`src/hw/spfwc_pkg.sv`:
```
// Shared constants and types for the serial paged flash write control block.
package spfwc_pkg;
    localparam int unsigned ADDR_W = 21;
    localparam int unsigned FIFO_W = 8;
    localparam int unsigned FIFO_D = 16;
    // Opcodes.
    localparam logic [7:0] OP_SET_WRITE_PERMIT = 8'h06;
    localparam logic [7:0] OP_CLEAR_WRITE_PERMIT = 8'h04;
    localparam logic [7:0] OP_STATUS_READ = 8'h05;
    localparam logic [7:0] OP_STATUS_STORE = 8'h01;
    localparam logic [7:0] OP_PAGE_REWRITE = 8'h0A;
    localparam logic [7:0] OP_PAGE_BURN = 8'h02;
    localparam logic [7:0] OP_PAGE_WIPE = 8'hDB;
    localparam logic [7:0] OP_SECTOR_WIPE = 8'hD8;
    localparam logic [7:0] OP_SUBSECTOR_WIPE = 8'h20;
    localparam logic [7:0] OP_FULL_ARRAY_WIPE = 8'hC7;
    localparam logic [7:0] OP_LOCK_STORE = 8'hE5;
    localparam logic [7:0] OP_DEEP_SLEEP = 8'hB9;
    localparam logic [7:0] OP_WAKE = 8'hAB;
    // Header byte counts.
    localparam logic [2:0] HDR_CMD_ONLY = 3'h1;
    localparam logic [2:0] HDR_CMD_DATA = 3'h2;
    localparam logic [2:0] HDR_FULL = 3'h4;
    localparam logic [2:0] HDR_LAST_ADDR = 3'h3;
    // Status register layout and reset values.
    localparam int unsigned SR_CYCLE_BIT = 0;
    localparam int unsigned SR_PERMIT_BIT = 1;
    localparam logic [7:0] SR_RST = 8'h00;
    localparam logic [7:0] SR_STORE_MASK = 8'hFC;
    localparam logic [7:0] ERASED_BYTE = 8'hFF;
    localparam logic [7:0] LAST_IDX = 8'hFF;
    // Address span masks for page, subsector, sector and full array.
    localparam logic [ADDR_W-1:0] SPAN_PAGE = 21'h0_00FF;
    localparam logic [ADDR_W-1:0] SPAN_SUBSECTOR = 21'h0_0FFF;
    localparam logic [ADDR_W-1:0] SPAN_SECTOR = 21'h0_FFFF;
    localparam logic [ADDR_W-1:0] SPAN_ALL = 21'h1F_FFFF;
    typedef enum logic [2:0] {
        JOB_NONE = 3'b000,
        JOB_REWRITE = 3'b001,
        JOB_BURN = 3'b010,
        JOB_WIPE = 3'b011,
        JOB_STATUS = 3'b100,
        JOB_LOCK = 3'b101
    } spfwc_job_e;
    typedef enum logic [2:0] {
        SQ_IDLE = 3'b000,
        SQ_MERGE = 3'b001,
        SQ_WIPE = 3'b010,
        SQ_PROG = 3'b011,
        SQ_BURN = 3'b100,
        SQ_RWAIT = 3'b101,
        SQ_RCAP = 3'b110,
        SQ_DONE = 3'b111
    } spfwc_seq_e;
endpackage

```
`src/hw/spfwc_top.sv`:
```
// Serial paged flash write control: SPI slave, data FIFO, page buffer and write sequencer.
`timescale 1ns/1ps

module spfwc_fifo #(
    parameter int unsigned WIDTH = 8,
    parameter int unsigned DEPTH = 16
) (
    input wire logic i_clk,
    input wire logic i_sys_rst,
    input wire logic i_in_valid,
    output logic o_in_ready,
    input wire logic [WIDTH-1:0] i_in_data,
    output logic o_out_valid,
    input wire logic i_out_ready,
    output logic [WIDTH-1:0] o_out_data
);
    localparam int unsigned AW = $clog2(DEPTH);
    logic [WIDTH-1:0] mem_r [DEPTH];
    logic [AW-1:0] wp_r;
    logic [AW-1:0] rp_r;
    logic [AW:0] cnt_r;
    logic push;
    logic pop;

    assign o_in_ready = (cnt_r != (AW+1)'(DEPTH));
    assign o_out_valid = (cnt_r != '0);
    assign o_out_data = mem_r[rp_r];
    assign push = i_in_valid & o_in_ready;
    assign pop = o_out_valid & i_out_ready;

    always_ff @(posedge i_clk) begin
        if (push) begin
            mem_r[wp_r] <= i_in_data;
        end
    end

    always_ff @(posedge i_clk or posedge i_sys_rst) begin
        if (i_sys_rst) begin
            wp_r <= '0;
            rp_r <= '0;
            cnt_r <= '0;
        end else begin
            if (push) begin
                wp_r <= (wp_r == AW'(DEPTH - 1)) ? '0 : wp_r + 1'b1;
            end
            if (pop) begin
                rp_r <= (rp_r == AW'(DEPTH - 1)) ? '0 : rp_r + 1'b1;
            end
            if (push & ~pop) begin
                cnt_r <= cnt_r + 1'b1;
            end else if (pop & ~push) begin
                cnt_r <= cnt_r - 1'b1;
            end
        end
    end
endmodule // spfwc_fifo

// What this block does
// - Works with masters in clock mode zero-zero or one-one only.
// - Samples input on rising clock edges, shifts output from falling edges.
// - At most 256 data bytes per sequence, consecutive within one page.
// - Data bytes fill the page buffer from the low address byte onward.
// - The internal rewrite cycle starts when select returns high.
// - Unsupplied buffer bytes are filled from the addressed page first.
// - After merging, the page is erased, then programmed with the buffer.
// - Burning changes up to 256 bytes, only turning ones into zeros.
// - A cycle-active status flag shows rewrite, burn, wipe and status-store cycles.
// - Device is active whenever select is low, except while the reset pin is held low.
// - After select rises, device stays active until internal cycles finish.
// - Deep sleep is entered only by the deep-sleep command.
// - In deep sleep only wake is accepted; everything else is ignored.
// - Status register is readable and its control bits writable by commands.
// - Modifying commands need a clock pulse count that is a multiple of eight.
// - Write-permit latch clears on reset, pin reset and modifying command completion.
module spfwc_top
    import spfwc_pkg::*;
(
    input wire logic i_clk,
    input wire logic i_sys_rst,
    input wire logic i_spi_sclk,
    input wire logic i_spi_cs_n,
    input wire logic i_spi_mosi,
    input wire logic i_flash_rst_n,
    output logic o_spi_miso,
    output logic o_spi_miso_oe,
    output logic [ADDR_W-1:0] o_arr_addr,
    output logic o_arr_rd,
    output logic o_arr_wr,
    output logic [7:0] o_arr_wdata,
    input wire logic [7:0] i_arr_rdata,
    output logic o_cycle_active,
    output logic o_write_permit,
    output logic o_pwr_active,
    output logic o_pwr_deep,
    output logic o_overrun
);
    logic sclk_s1_r, sclk_s2_r, sclk_s3_r;
    logic cs_s1_r, cs_s2_r, cs_s3_r;
    logic mosi_s1_r, mosi_s2_r;
    logic hrst_s1_r, hrst_s2_r;
    logic sclk_rise, sclk_fall, sel, cs_rise, pin_rst;
    logic [2:0] bit_cnt_r;
    logic [6:0] rx_sr_r;
    logic [7:0] rx_byte;
    logic byte_done;
    logic [2:0] hdr_cnt_r;
    logic [7:0] cmd_r;
    logic [23:0] addr_r;
    logic [7:0] sr_data_r;
    logic got_data_r;
    logic [7:0] tx_sr_r;
    logic miso_r, oe_r;
    logic wel_r, deep_r;
    logic [7:0] sr_bits_r;
    logic [7:0] status;
    logic cycle_active_flag;
    spfwc_job_e job_r, job_cur_r;
    spfwc_seq_e seq_r;
    logic [ADDR_W-1:0] base_r, last_r, wa_r, wlast_r;
    logic [12:0] pg_r, pg_cur_r;
    logic [7:0] idx_r;
    logic [7:0] ld_ptr_r;
    logic [7:0] buf_r [256];
    logic [255:0] loaded_r;
    logic is_page_cmd, hdr_ok, wr_ok, start, seq_done;
    logic push_v, fifo_in_ready, fifo_out_valid, pop;
    logic [7:0] fifo_data;
    logic arr_rd_r, arr_wr_r;
    logic [ADDR_W-1:0] arr_addr_r;
    logic [7:0] arr_wdata_r;
    logic pwr_active_r, pwr_deep_r, overrun_r;

    // Pins come from another clock domain; two flops each before use.
    always_ff @(posedge i_clk or posedge i_sys_rst) begin
        if (i_sys_rst) begin
            {sclk_s1_r, sclk_s2_r, sclk_s3_r} <= 3'h0;
            {cs_s1_r, cs_s2_r, cs_s3_r} <= 3'h7;
            {mosi_s1_r, mosi_s2_r} <= 2'h0;
            // Park at the pin's idle (released) level so no false pin reset follows a system reset.
            {hrst_s1_r, hrst_s2_r} <= 2'h3;
        end else begin
            {sclk_s1_r, sclk_s2_r, sclk_s3_r} <= {i_spi_sclk, sclk_s1_r, sclk_s2_r};
            {cs_s1_r, cs_s2_r, cs_s3_r} <= {i_spi_cs_n, cs_s1_r, cs_s2_r};
            {mosi_s1_r, mosi_s2_r} <= {i_spi_mosi, mosi_s1_r};
            {hrst_s1_r, hrst_s2_r} <= {i_flash_rst_n, hrst_s1_r};
        end
    end

    // Only edges matter, so the idle clock level chosen by the master is irrelevant.
    assign sclk_rise = sclk_s2_r & ~sclk_s3_r;
    assign sclk_fall = ~sclk_s2_r & sclk_s3_r;
    assign sel = ~cs_s2_r & ~pin_rst;
    assign cs_rise = cs_s2_r & ~cs_s3_r;
    assign pin_rst = ~hrst_s2_r;
    assign rx_byte = {rx_sr_r, mosi_s2_r};
    assign byte_done = sel & sclk_rise & (bit_cnt_r == 3'h7);
    assign status = {sr_bits_r[7:2], wel_r, cycle_active_flag};
    assign cycle_active_flag = (seq_r != SQ_IDLE) | (job_r != JOB_NONE);
    assign is_page_cmd = (cmd_r == OP_PAGE_REWRITE) | (cmd_r == OP_PAGE_BURN);
    assign wr_ok = wel_r & ~cycle_active_flag & ~deep_r;
    assign hdr_ok = (bit_cnt_r == 3'h0) & ~pin_rst;
    assign push_v = byte_done & (hdr_cnt_r == HDR_FULL) & is_page_cmd & wr_ok;
    assign pop = fifo_out_valid & (seq_r == SQ_IDLE);
    assign start = (seq_r == SQ_IDLE) & (job_r != JOB_NONE) & ~fifo_out_valid & ~pin_rst;
    assign seq_done = (seq_r == SQ_DONE);

    always_ff @(posedge i_clk or posedge i_sys_rst) begin
        if (i_sys_rst) begin
            bit_cnt_r <= 3'h0;
            rx_sr_r <= 7'h00;
        end else if (!sel) begin
            bit_cnt_r <= 3'h0;
            rx_sr_r <= 7'h00;
        end else if (sclk_rise) begin
            bit_cnt_r <= bit_cnt_r + 3'h1;
            rx_sr_r <= rx_byte[6:0];
        end
    end

    // Header decode: command, three address bytes, status data byte.
    always_ff @(posedge i_clk or posedge i_sys_rst) begin
        if (i_sys_rst) begin
            hdr_cnt_r <= 3'h0;
            cmd_r <= 8'h00;
            addr_r <= 24'h00_0000;
            sr_data_r <= 8'h00;
            got_data_r <= 1'b0;
        end else if (!sel && !cs_rise) begin
            hdr_cnt_r <= 3'h0;
            got_data_r <= 1'b0;
        end else if (byte_done) begin
            if (hdr_cnt_r == 3'h0) begin
                cmd_r <= rx_byte;
            end else if (hdr_cnt_r != HDR_FULL) begin
                addr_r <= {addr_r[15:0], rx_byte};
            end
            if (hdr_cnt_r == HDR_CMD_ONLY) begin
                sr_data_r <= rx_byte;
            end
            if (hdr_cnt_r != HDR_FULL) begin
                hdr_cnt_r <= hdr_cnt_r + 3'h1;
            end else begin
                got_data_r <= 1'b1;
            end
        end
    end

    // Status is reloaded at every byte so the master can poll continuously.
    always_ff @(posedge i_clk or posedge i_sys_rst) begin
        if (i_sys_rst) begin
            tx_sr_r <= 8'h00;
            miso_r <= 1'b0;
            oe_r <= 1'b0;
        end else begin
            oe_r <= sel & ~deep_r;
            if (!sel) begin
                tx_sr_r <= 8'h00;
                miso_r <= 1'b0;
            end else if (byte_done) begin
                if (!deep_r && ((hdr_cnt_r == 3'h0 && rx_byte == OP_STATUS_READ) ||
                    (hdr_cnt_r != 3'h0 && cmd_r == OP_STATUS_READ))) begin
                    tx_sr_r <= status;
                end else begin
                    tx_sr_r <= 8'h00;
                end
            end else if (sclk_fall) begin
                miso_r <= tx_sr_r[7];
                tx_sr_r <= {tx_sr_r[6:0], 1'b0};
            end
        end
    end

    // Command decision when select returns high.
    always_ff @(posedge i_clk or posedge i_sys_rst) begin
        if (i_sys_rst) begin
            job_r <= JOB_NONE;
            base_r <= '0;
            last_r <= '0;
            pg_r <= 13'h0000;
        end else if (pin_rst || start) begin
            job_r <= JOB_NONE;
        end else if (cs_rise && hdr_ok && wr_ok) begin
            pg_r <= addr_r[20:8];
            base_r <= addr_r[ADDR_W-1:0] & ~SPAN_PAGE;
            last_r <= addr_r[ADDR_W-1:0] | SPAN_PAGE;
            if (is_page_cmd && hdr_cnt_r == HDR_FULL && got_data_r) begin
                job_r <= (cmd_r == OP_PAGE_REWRITE) ? JOB_REWRITE : JOB_BURN;
            end else if (hdr_cnt_r == HDR_FULL && cmd_r == OP_PAGE_WIPE) begin
                job_r <= JOB_WIPE;
            end else if (hdr_cnt_r == HDR_FULL && cmd_r == OP_SUBSECTOR_WIPE) begin
                job_r <= JOB_WIPE;
                base_r <= addr_r[ADDR_W-1:0] & ~SPAN_SUBSECTOR;
                last_r <= addr_r[ADDR_W-1:0] | SPAN_SUBSECTOR;
            end else if (hdr_cnt_r == HDR_FULL && cmd_r == OP_SECTOR_WIPE) begin
                job_r <= JOB_WIPE;
                base_r <= addr_r[ADDR_W-1:0] & ~SPAN_SECTOR;
                last_r <= addr_r[ADDR_W-1:0] | SPAN_SECTOR;
            end else if (hdr_cnt_r == HDR_CMD_ONLY && cmd_r == OP_FULL_ARRAY_WIPE) begin
                job_r <= JOB_WIPE;
                base_r <= '0;
                last_r <= SPAN_ALL;
            end else if (hdr_cnt_r == HDR_CMD_DATA && cmd_r == OP_STATUS_STORE) begin
                job_r <= JOB_STATUS;
            end else if (hdr_cnt_r == HDR_FULL && cmd_r == OP_LOCK_STORE) begin
                job_r <= JOB_LOCK;
            end
        end
    end

    always_ff @(posedge i_clk or posedge i_sys_rst) begin
        if (i_sys_rst) begin
            wel_r <= 1'b0;
        end else if (pin_rst || seq_done) begin
            wel_r <= 1'b0;
        end else if (cs_rise && hdr_ok && !deep_r && hdr_cnt_r == HDR_CMD_ONLY && !cycle_active_flag) begin
            if (cmd_r == OP_SET_WRITE_PERMIT) begin
                wel_r <= 1'b1;
            end else if (cmd_r == OP_CLEAR_WRITE_PERMIT) begin
                wel_r <= 1'b0;
            end
        end
    end

    always_ff @(posedge i_clk or posedge i_sys_rst) begin
        if (i_sys_rst) begin
            deep_r <= 1'b0;
        end else if (pin_rst) begin
            deep_r <= 1'b0;
        end else if (cs_rise && hdr_ok && hdr_cnt_r == HDR_CMD_ONLY) begin
            if (deep_r && cmd_r == OP_WAKE) begin
                deep_r <= 1'b0;
            end else if (!deep_r && !cycle_active_flag && cmd_r == OP_DEEP_SLEEP) begin
                deep_r <= 1'b1;
            end
        end
    end

    // The SPI side cannot be stalled; a byte refused by a full FIFO is flagged.
    always_ff @(posedge i_clk or posedge i_sys_rst) begin
        if (i_sys_rst) begin
            overrun_r <= 1'b0;
        end else if (push_v && !fifo_in_ready) begin
            overrun_r <= 1'b1;
        end
    end

    spfwc_fifo #(
        .WIDTH(FIFO_W),
        .DEPTH(FIFO_D)
    ) u_fifo (
        .i_clk(i_clk),
        .i_sys_rst(i_sys_rst),
        .i_in_valid(push_v),
        .o_in_ready(fifo_in_ready),
        .i_in_data(rx_byte),
        .o_out_valid(fifo_out_valid),
        .i_out_ready(seq_r == SQ_IDLE),
        .o_out_data(fifo_data)
    );

    // Byte position wraps inside the page, so long sequences stay in one page.
    always_ff @(posedge i_clk or posedge i_sys_rst) begin
        if (i_sys_rst) begin
            ld_ptr_r <= 8'h00;
            loaded_r <= '0;
        end else if (byte_done && hdr_cnt_r == HDR_LAST_ADDR && is_page_cmd && wr_ok) begin
            ld_ptr_r <= rx_byte;
            loaded_r <= '0;
        end else if (pop) begin
            ld_ptr_r <= ld_ptr_r + 8'h01;
            loaded_r[ld_ptr_r] <= 1'b1;
        end
    end

    always_ff @(posedge i_clk) begin
        if (pop) begin
            buf_r[ld_ptr_r] <= fifo_data;
        end else if (seq_r == SQ_RCAP && job_cur_r == JOB_REWRITE) begin
            buf_r[idx_r] <= i_arr_rdata;
        end
    end

    always_ff @(posedge i_clk or posedge i_sys_rst) begin
        if (i_sys_rst) begin
            sr_bits_r <= SR_RST;
        end else if (start && job_r == JOB_STATUS) begin
            sr_bits_r <= sr_data_r & SR_STORE_MASK;
        end
    end

    // Internal cycle sequencer; array reads return data two cycles after the state issues them.
    always_ff @(posedge i_clk or posedge i_sys_rst) begin
        if (i_sys_rst) begin
            seq_r <= SQ_IDLE;
            job_cur_r <= JOB_NONE;
            idx_r <= 8'h00;
            wa_r <= '0;
            wlast_r <= '0;
            pg_cur_r <= 13'h0000;
            arr_rd_r <= 1'b0;
            arr_wr_r <= 1'b0;
            arr_addr_r <= '0;
            arr_wdata_r <= 8'h00;
        end else if (pin_rst) begin
            seq_r <= SQ_IDLE;
            arr_rd_r <= 1'b0;
            arr_wr_r <= 1'b0;
        end else begin
            arr_rd_r <= 1'b0;
            arr_wr_r <= 1'b0;
            unique case (seq_r)
                SQ_IDLE: begin
                    if (start) begin
                        job_cur_r <= job_r;
                        idx_r <= 8'h00;
                        wa_r <= base_r;
                        wlast_r <= last_r;
                        pg_cur_r <= pg_r;
                        unique case (job_r)
                            JOB_REWRITE: seq_r <= SQ_MERGE;
                            JOB_BURN: seq_r <= SQ_BURN;
                            JOB_WIPE: seq_r <= SQ_WIPE;
                            default: seq_r <= SQ_DONE;
                        endcase
                    end
                end
                SQ_MERGE: begin
                    if (!loaded_r[idx_r]) begin
                        arr_rd_r <= 1'b1;
                        arr_addr_r <= {pg_cur_r, idx_r};
                        seq_r <= SQ_RWAIT;
                    end else if (idx_r == LAST_IDX) begin
                        seq_r <= SQ_WIPE;
                    end else begin
                        idx_r <= idx_r + 8'h01;
                    end
                end
                SQ_BURN: begin
                    if (loaded_r[idx_r]) begin
                        arr_rd_r <= 1'b1;
                        arr_addr_r <= {pg_cur_r, idx_r};
                        seq_r <= SQ_RWAIT;
                    end else if (idx_r == LAST_IDX) begin
                        seq_r <= SQ_DONE;
                    end else begin
                        idx_r <= idx_r + 8'h01;
                    end
                end
                SQ_RWAIT: begin
                    seq_r <= SQ_RCAP;
                end
                SQ_RCAP: begin
                    if (job_cur_r == JOB_BURN) begin
                        arr_wr_r <= 1'b1;
                        arr_addr_r <= {pg_cur_r, idx_r};
                        arr_wdata_r <= i_arr_rdata & buf_r[idx_r];
                    end
                    if (idx_r == LAST_IDX) begin
                        seq_r <= (job_cur_r == JOB_BURN) ? SQ_DONE : SQ_WIPE;
                    end else begin
                        idx_r <= idx_r + 8'h01;
                        seq_r <= (job_cur_r == JOB_BURN) ? SQ_BURN : SQ_MERGE;
                    end
                end
                SQ_WIPE: begin
                    arr_wr_r <= 1'b1;
                    arr_addr_r <= wa_r;
                    arr_wdata_r <= ERASED_BYTE;
                    if (wa_r == wlast_r) begin
                        idx_r <= 8'h00;
                        seq_r <= (job_cur_r == JOB_REWRITE) ? SQ_PROG : SQ_DONE;
                    end else begin
                        wa_r <= wa_r + 1'b1;
                    end
                end
                SQ_PROG: begin
                    arr_wr_r <= 1'b1;
                    arr_addr_r <= {pg_cur_r, idx_r};
                    arr_wdata_r <= buf_r[idx_r];
                    if (idx_r == LAST_IDX) begin
                        seq_r <= SQ_DONE;
                    end else begin
                        idx_r <= idx_r + 8'h01;
                    end
                end
                SQ_DONE: begin
                    seq_r <= SQ_IDLE;
                end
            endcase
        end
    end

    always_ff @(posedge i_clk or posedge i_sys_rst) begin
        if (i_sys_rst) begin
            pwr_active_r <= 1'b0;
            pwr_deep_r <= 1'b0;
        end else begin
            pwr_active_r <= sel | cycle_active_flag;
            pwr_deep_r <= deep_r;
        end
    end

    assign o_spi_miso = miso_r;
    assign o_spi_miso_oe = oe_r;
    assign o_arr_addr = arr_addr_r;
    assign o_arr_rd = arr_rd_r;
    assign o_arr_wr = arr_wr_r;
    assign o_arr_wdata = arr_wdata_r;
    assign o_cycle_active = cycle_active_flag;
    assign o_write_permit = wel_r;
    assign o_pwr_active = pwr_active_r;
    assign o_pwr_deep = pwr_deep_r;
    assign o_overrun = overrun_r;
endmodule // spfwc_top

```
`config.mk`:
```
export PLATFORM = sky130hd
export DESIGN_NAME = spfwc_top
export DESIGN_NICKNAME = d
export VERILOG_FILES = /design/src/hw/spfwc_pkg.sv /design/src/hw/spfwc_top.sv
export SDC_FILE = /design/constraint.sdc
export NUM_CORES = 2
export LEC_CHECK = 0
export BUFFER_PORTS_ARGS = -buffer_cell sky130_fd_sc_hd__buf_2
export CAP_MARGIN = 30
export CORE_ASPECT_RATIO = 0.5
export CORE_MARGIN = 3
export CORE_UTILIZATION = 58
export DETAILED_ROUTE_END_ITERATION = 8
export MAX_ROUTING_LAYER = met4
export PLACE_DENSITY = 0.74
export SYNTH_ARGS = -nofsm -noshare
export SYNTH_HDL_FRONTEND = slang
export SYNTH_SLANG_ARGS = --single-unit
```
`constraint.sdc`:
```
create_clock -name i_clk -period 23.9 [get_ports i_clk]
set_input_delay 2.39 -clock i_clk [delete_from_list [all_inputs] [get_ports i_clk]]
set_output_delay 2.39 -clock i_clk [all_outputs]
set_load 0.03 [all_outputs]
```
==> impl_metrics.toml <==
[drt]
drt-total-wl_um = 284000
drc_errors = 0
postRouteAntennaNets = 0
drt_iter0_drc = 9096
wl_per_cell_um = 32.2
vias = 60800
viasPerCell = 6.89
dr.pass1.iters = 8

[grt]
grt_pass1_vias = 60000
grt_max_degree = 174
grt_usage_pct = 30.8
grt_overflow = 0
antenna_found_initial = 14
grt_pass1_wl_um = 417000

[die]
coreArea_um2 = 184000
io_pins = 52
core.rowCount = 111
start_util_pct = 58.5
dieHeight_um = 310
fp.dieW_um = 615
fp.dieArea_um2 = 191000

[timing]
slew_viol_final = 0
maxSlewHeadroom_pct = 22.9
whs_ns = 0.352
setup_tns_ns = 0
grt_setup_unrepaired = "false"
tightest_slew_ns = 1.16
fin_ws_ns = 16.37
fmax_ghz = 0.133
fin_crit_sh_pct = 31.5
finalSetupViolations = 0
clock_skew_ns = 0.0742
hold_violations = 0
finalCriticalPeriod_ns = 7.53

[finish]
layout-drive-gt1-share_pct = 17.4
area_growth_pct = 9.46
layout.nets = 6182
fin_cells = 8826
fin_area_um2 = 118000
final_util_pct = 64.1

[placement]
portBuffers = 51
hpwlAfterDp_um = 172000
place_area_um2 = 110000
gp_congestion = 0.914
placedCellCount = 8386
pre_cts_ws_ns = 16.35

[power]
power.switching_mw = 1.67
sequentialPowerShare_pct = 57.7
leakage_nw = 37.7
power_mw = 8.61
switching_share_pct = 19.4
max-vdd-ir-drop_uv = 71.4
intPower_mw = 6.94
power.share.clock_pct = 42.0
powerDensity_nw_per_um2 = 73.2
p_comb_share_pct = 0.3

[synth]
syn_inst = 6107
ys_seq_elements = 2669
synth_cell_types = 86
ys_top_cells_by_area = "edfxtp_1 (61%), dfrtp_1 (11%), mux4_2 (9.9%), mux2i_1 (3.1%), o2bb2ai_1 (2.0%)"
ys_seq_area_share_pct = 72.3
yosysWarnings = 0
synth_area_per_cell_um2 = 17.6
async_reset_ff_share_pct = 18.5
ys_dominant_reg_cell = "edfxtp_1"
syn_nets = 6147
synth_top_area_cell = "edfxtp_1"
synth-edff-count = 2176
synth.cell_area_um2 = 107000
synth.top_cell.area_share_pct = 60.8

[worst_setup_path]
worstPathRequired_ns = 24.63
worstSetupPathType = "reg -> reg"
start_kind = "flop"
cp.arrival_ns = 8.26
path_max_fanout = 117
end_kind = "flop"

[cts]
clock_path_buffers = 4
cts_resized = 0
numCtsBuffers = 226
postCtsHoldBufs = 0
cts_tree = "built"
htreeDepth = 4
clock_sinks = 2669
cts_setup_buffers = 0
cts-root-buf = "clkbuf_16"
clk_latency_ns = 0.90
clk_pin_slew_ns = 0.06

[outcome]
status = "finished, final reports clean"

[worst_hold_path]
hold_class = "reg -> reg"

[job]
maxCapViolCount = 0
==> cells by family (layout without fill, tap and decap cells) <==
family	after synthesis	in the layout	share of synthesized area, %
buffers and inverters	442	656	2.16
and+or+nand+nor	1084	1084	4.36
other	0	19	0
adders and majority gates	26	26	0.310
DFF	2669	2669	72.3
AOI/OAI and AO/OA	942	942	6.50
xor gates and xnor gates	35	35	0.285
muxes	909	909	14.1
==> layer usage <==
layer	vias up	GRT usage, %	routed length, µm
met1	31400	42.1	106000
met4	0	9.54	9090
met2	4179	44.7	130000
met5	-	-	0
met3	661	9.66	39600
li1	24600	-	-
==> state kept, by name, indices dropped and copies added (netlist names), 14 cells and up <==
name,flops
buf_r,2048
o_arr_addr,21
u_fifo.mem_r,128
wa_r,21
wlast_r,14
loaded_r,256
addr_r,21
last_r,14
==> critical path, cell delays in order (launching register included) <==
cell     delay (ns)
dfrtp_4        0.99
buf_12         0.56
buf_4          0.76
buf_4          0.83
buf_4          0.77
buf_4          0.86
mux4_2         0.60
mux4_2         0.52
mux4_2         0.51
or2_0          0.25
a21oi_1        0.18
o21ai_1        0.09
==> Yosys cell counts, drive strengths merged (7+ instances only) <==
master / instances
mux2i: 332
and2: 22
nor3: 79
o221ai: 157
ha: 25
nand3: 56
a21oi: 144
mux2: 104
inv: 32
buf: 142
nor2b: 24
o2bb2ai: 240
o41ai: 9
edfxtp: 2176
o31ai: 13
nand2b: 34
or3: 9
mux4: 473
a31oi: 14
nand4: 18
o21ai: 112
o22ai: 95
nor2: 420
a21o: 8
xor2: 14
o32ai: 15
nand2: 374
dfrtp: 488
nor4: 7
o22a: 11
clkbuf: 266
and3: 9
a211oi: 20
a221oi: 21
xnor2: 21
a2111oi: 9
a22oi: 17
a22o: 25
==> power groups by stage <==
stage / Sequential [mW] / Clock (mW) / Combinational [mW]
after floorplan: 5.07 / 0 / 0.0147
after global placement: 5.07 / 0 / 0.0250
after detailed placement: 5.07 / 0 / 0.0259
after CTS: 4.97 / 3.63 / 0.0261
after global routing: 4.96 / 3.82 / 0.0297
final: 4.97 / 3.62 / 0.0263
==> worst paths after layout <==
kind | from | endpoint | slack [ns] | cells past startpoint
max in group asynchronous | i_sys_rst | wa_r[20] | 19.87 | 5
min | mosi_s1_r | mosi_s2_r | 0.35 | 0
max | idx_r[0] | o_arr_wdata[7] | 16.37 | 11
min in group asynchronous | i_sys_rst | loaded_r[182] | 1.45 | 2
min reg2reg | mosi_s1_r | mosi_s2_r | 0.35 | 0
max reg2reg | idx_r[0] | o_arr_wdata[7] | 16.37 | 11
==> area by class of cell <==
class / count / area, µm²
flip-flops and latches: 2669 / 77700
diodes: 19 / 47.5
multi-input cells: 2996 / 27600
clock buffers: 314 / 6340
inverters: 34 / 140
clock inverters: 93 / 771
fillers: 12100 / 66000
well taps: 2486 / 3110
repair buffers: 215 / 1930
==> placed cells by master, fill, tap and decap left out, types with 143 or more instances in the layout <==
cell type	instances
o221ai_1	156
mux2i_1	332
clkbuf_16	234
nor2_1	418
o2bb2ai_1	240
a21oi_1	143
dfrtp_1	481
nand2_1	370
mux4_2	472
edfxtp_1	2176
(Power assumes the default switching activity.)
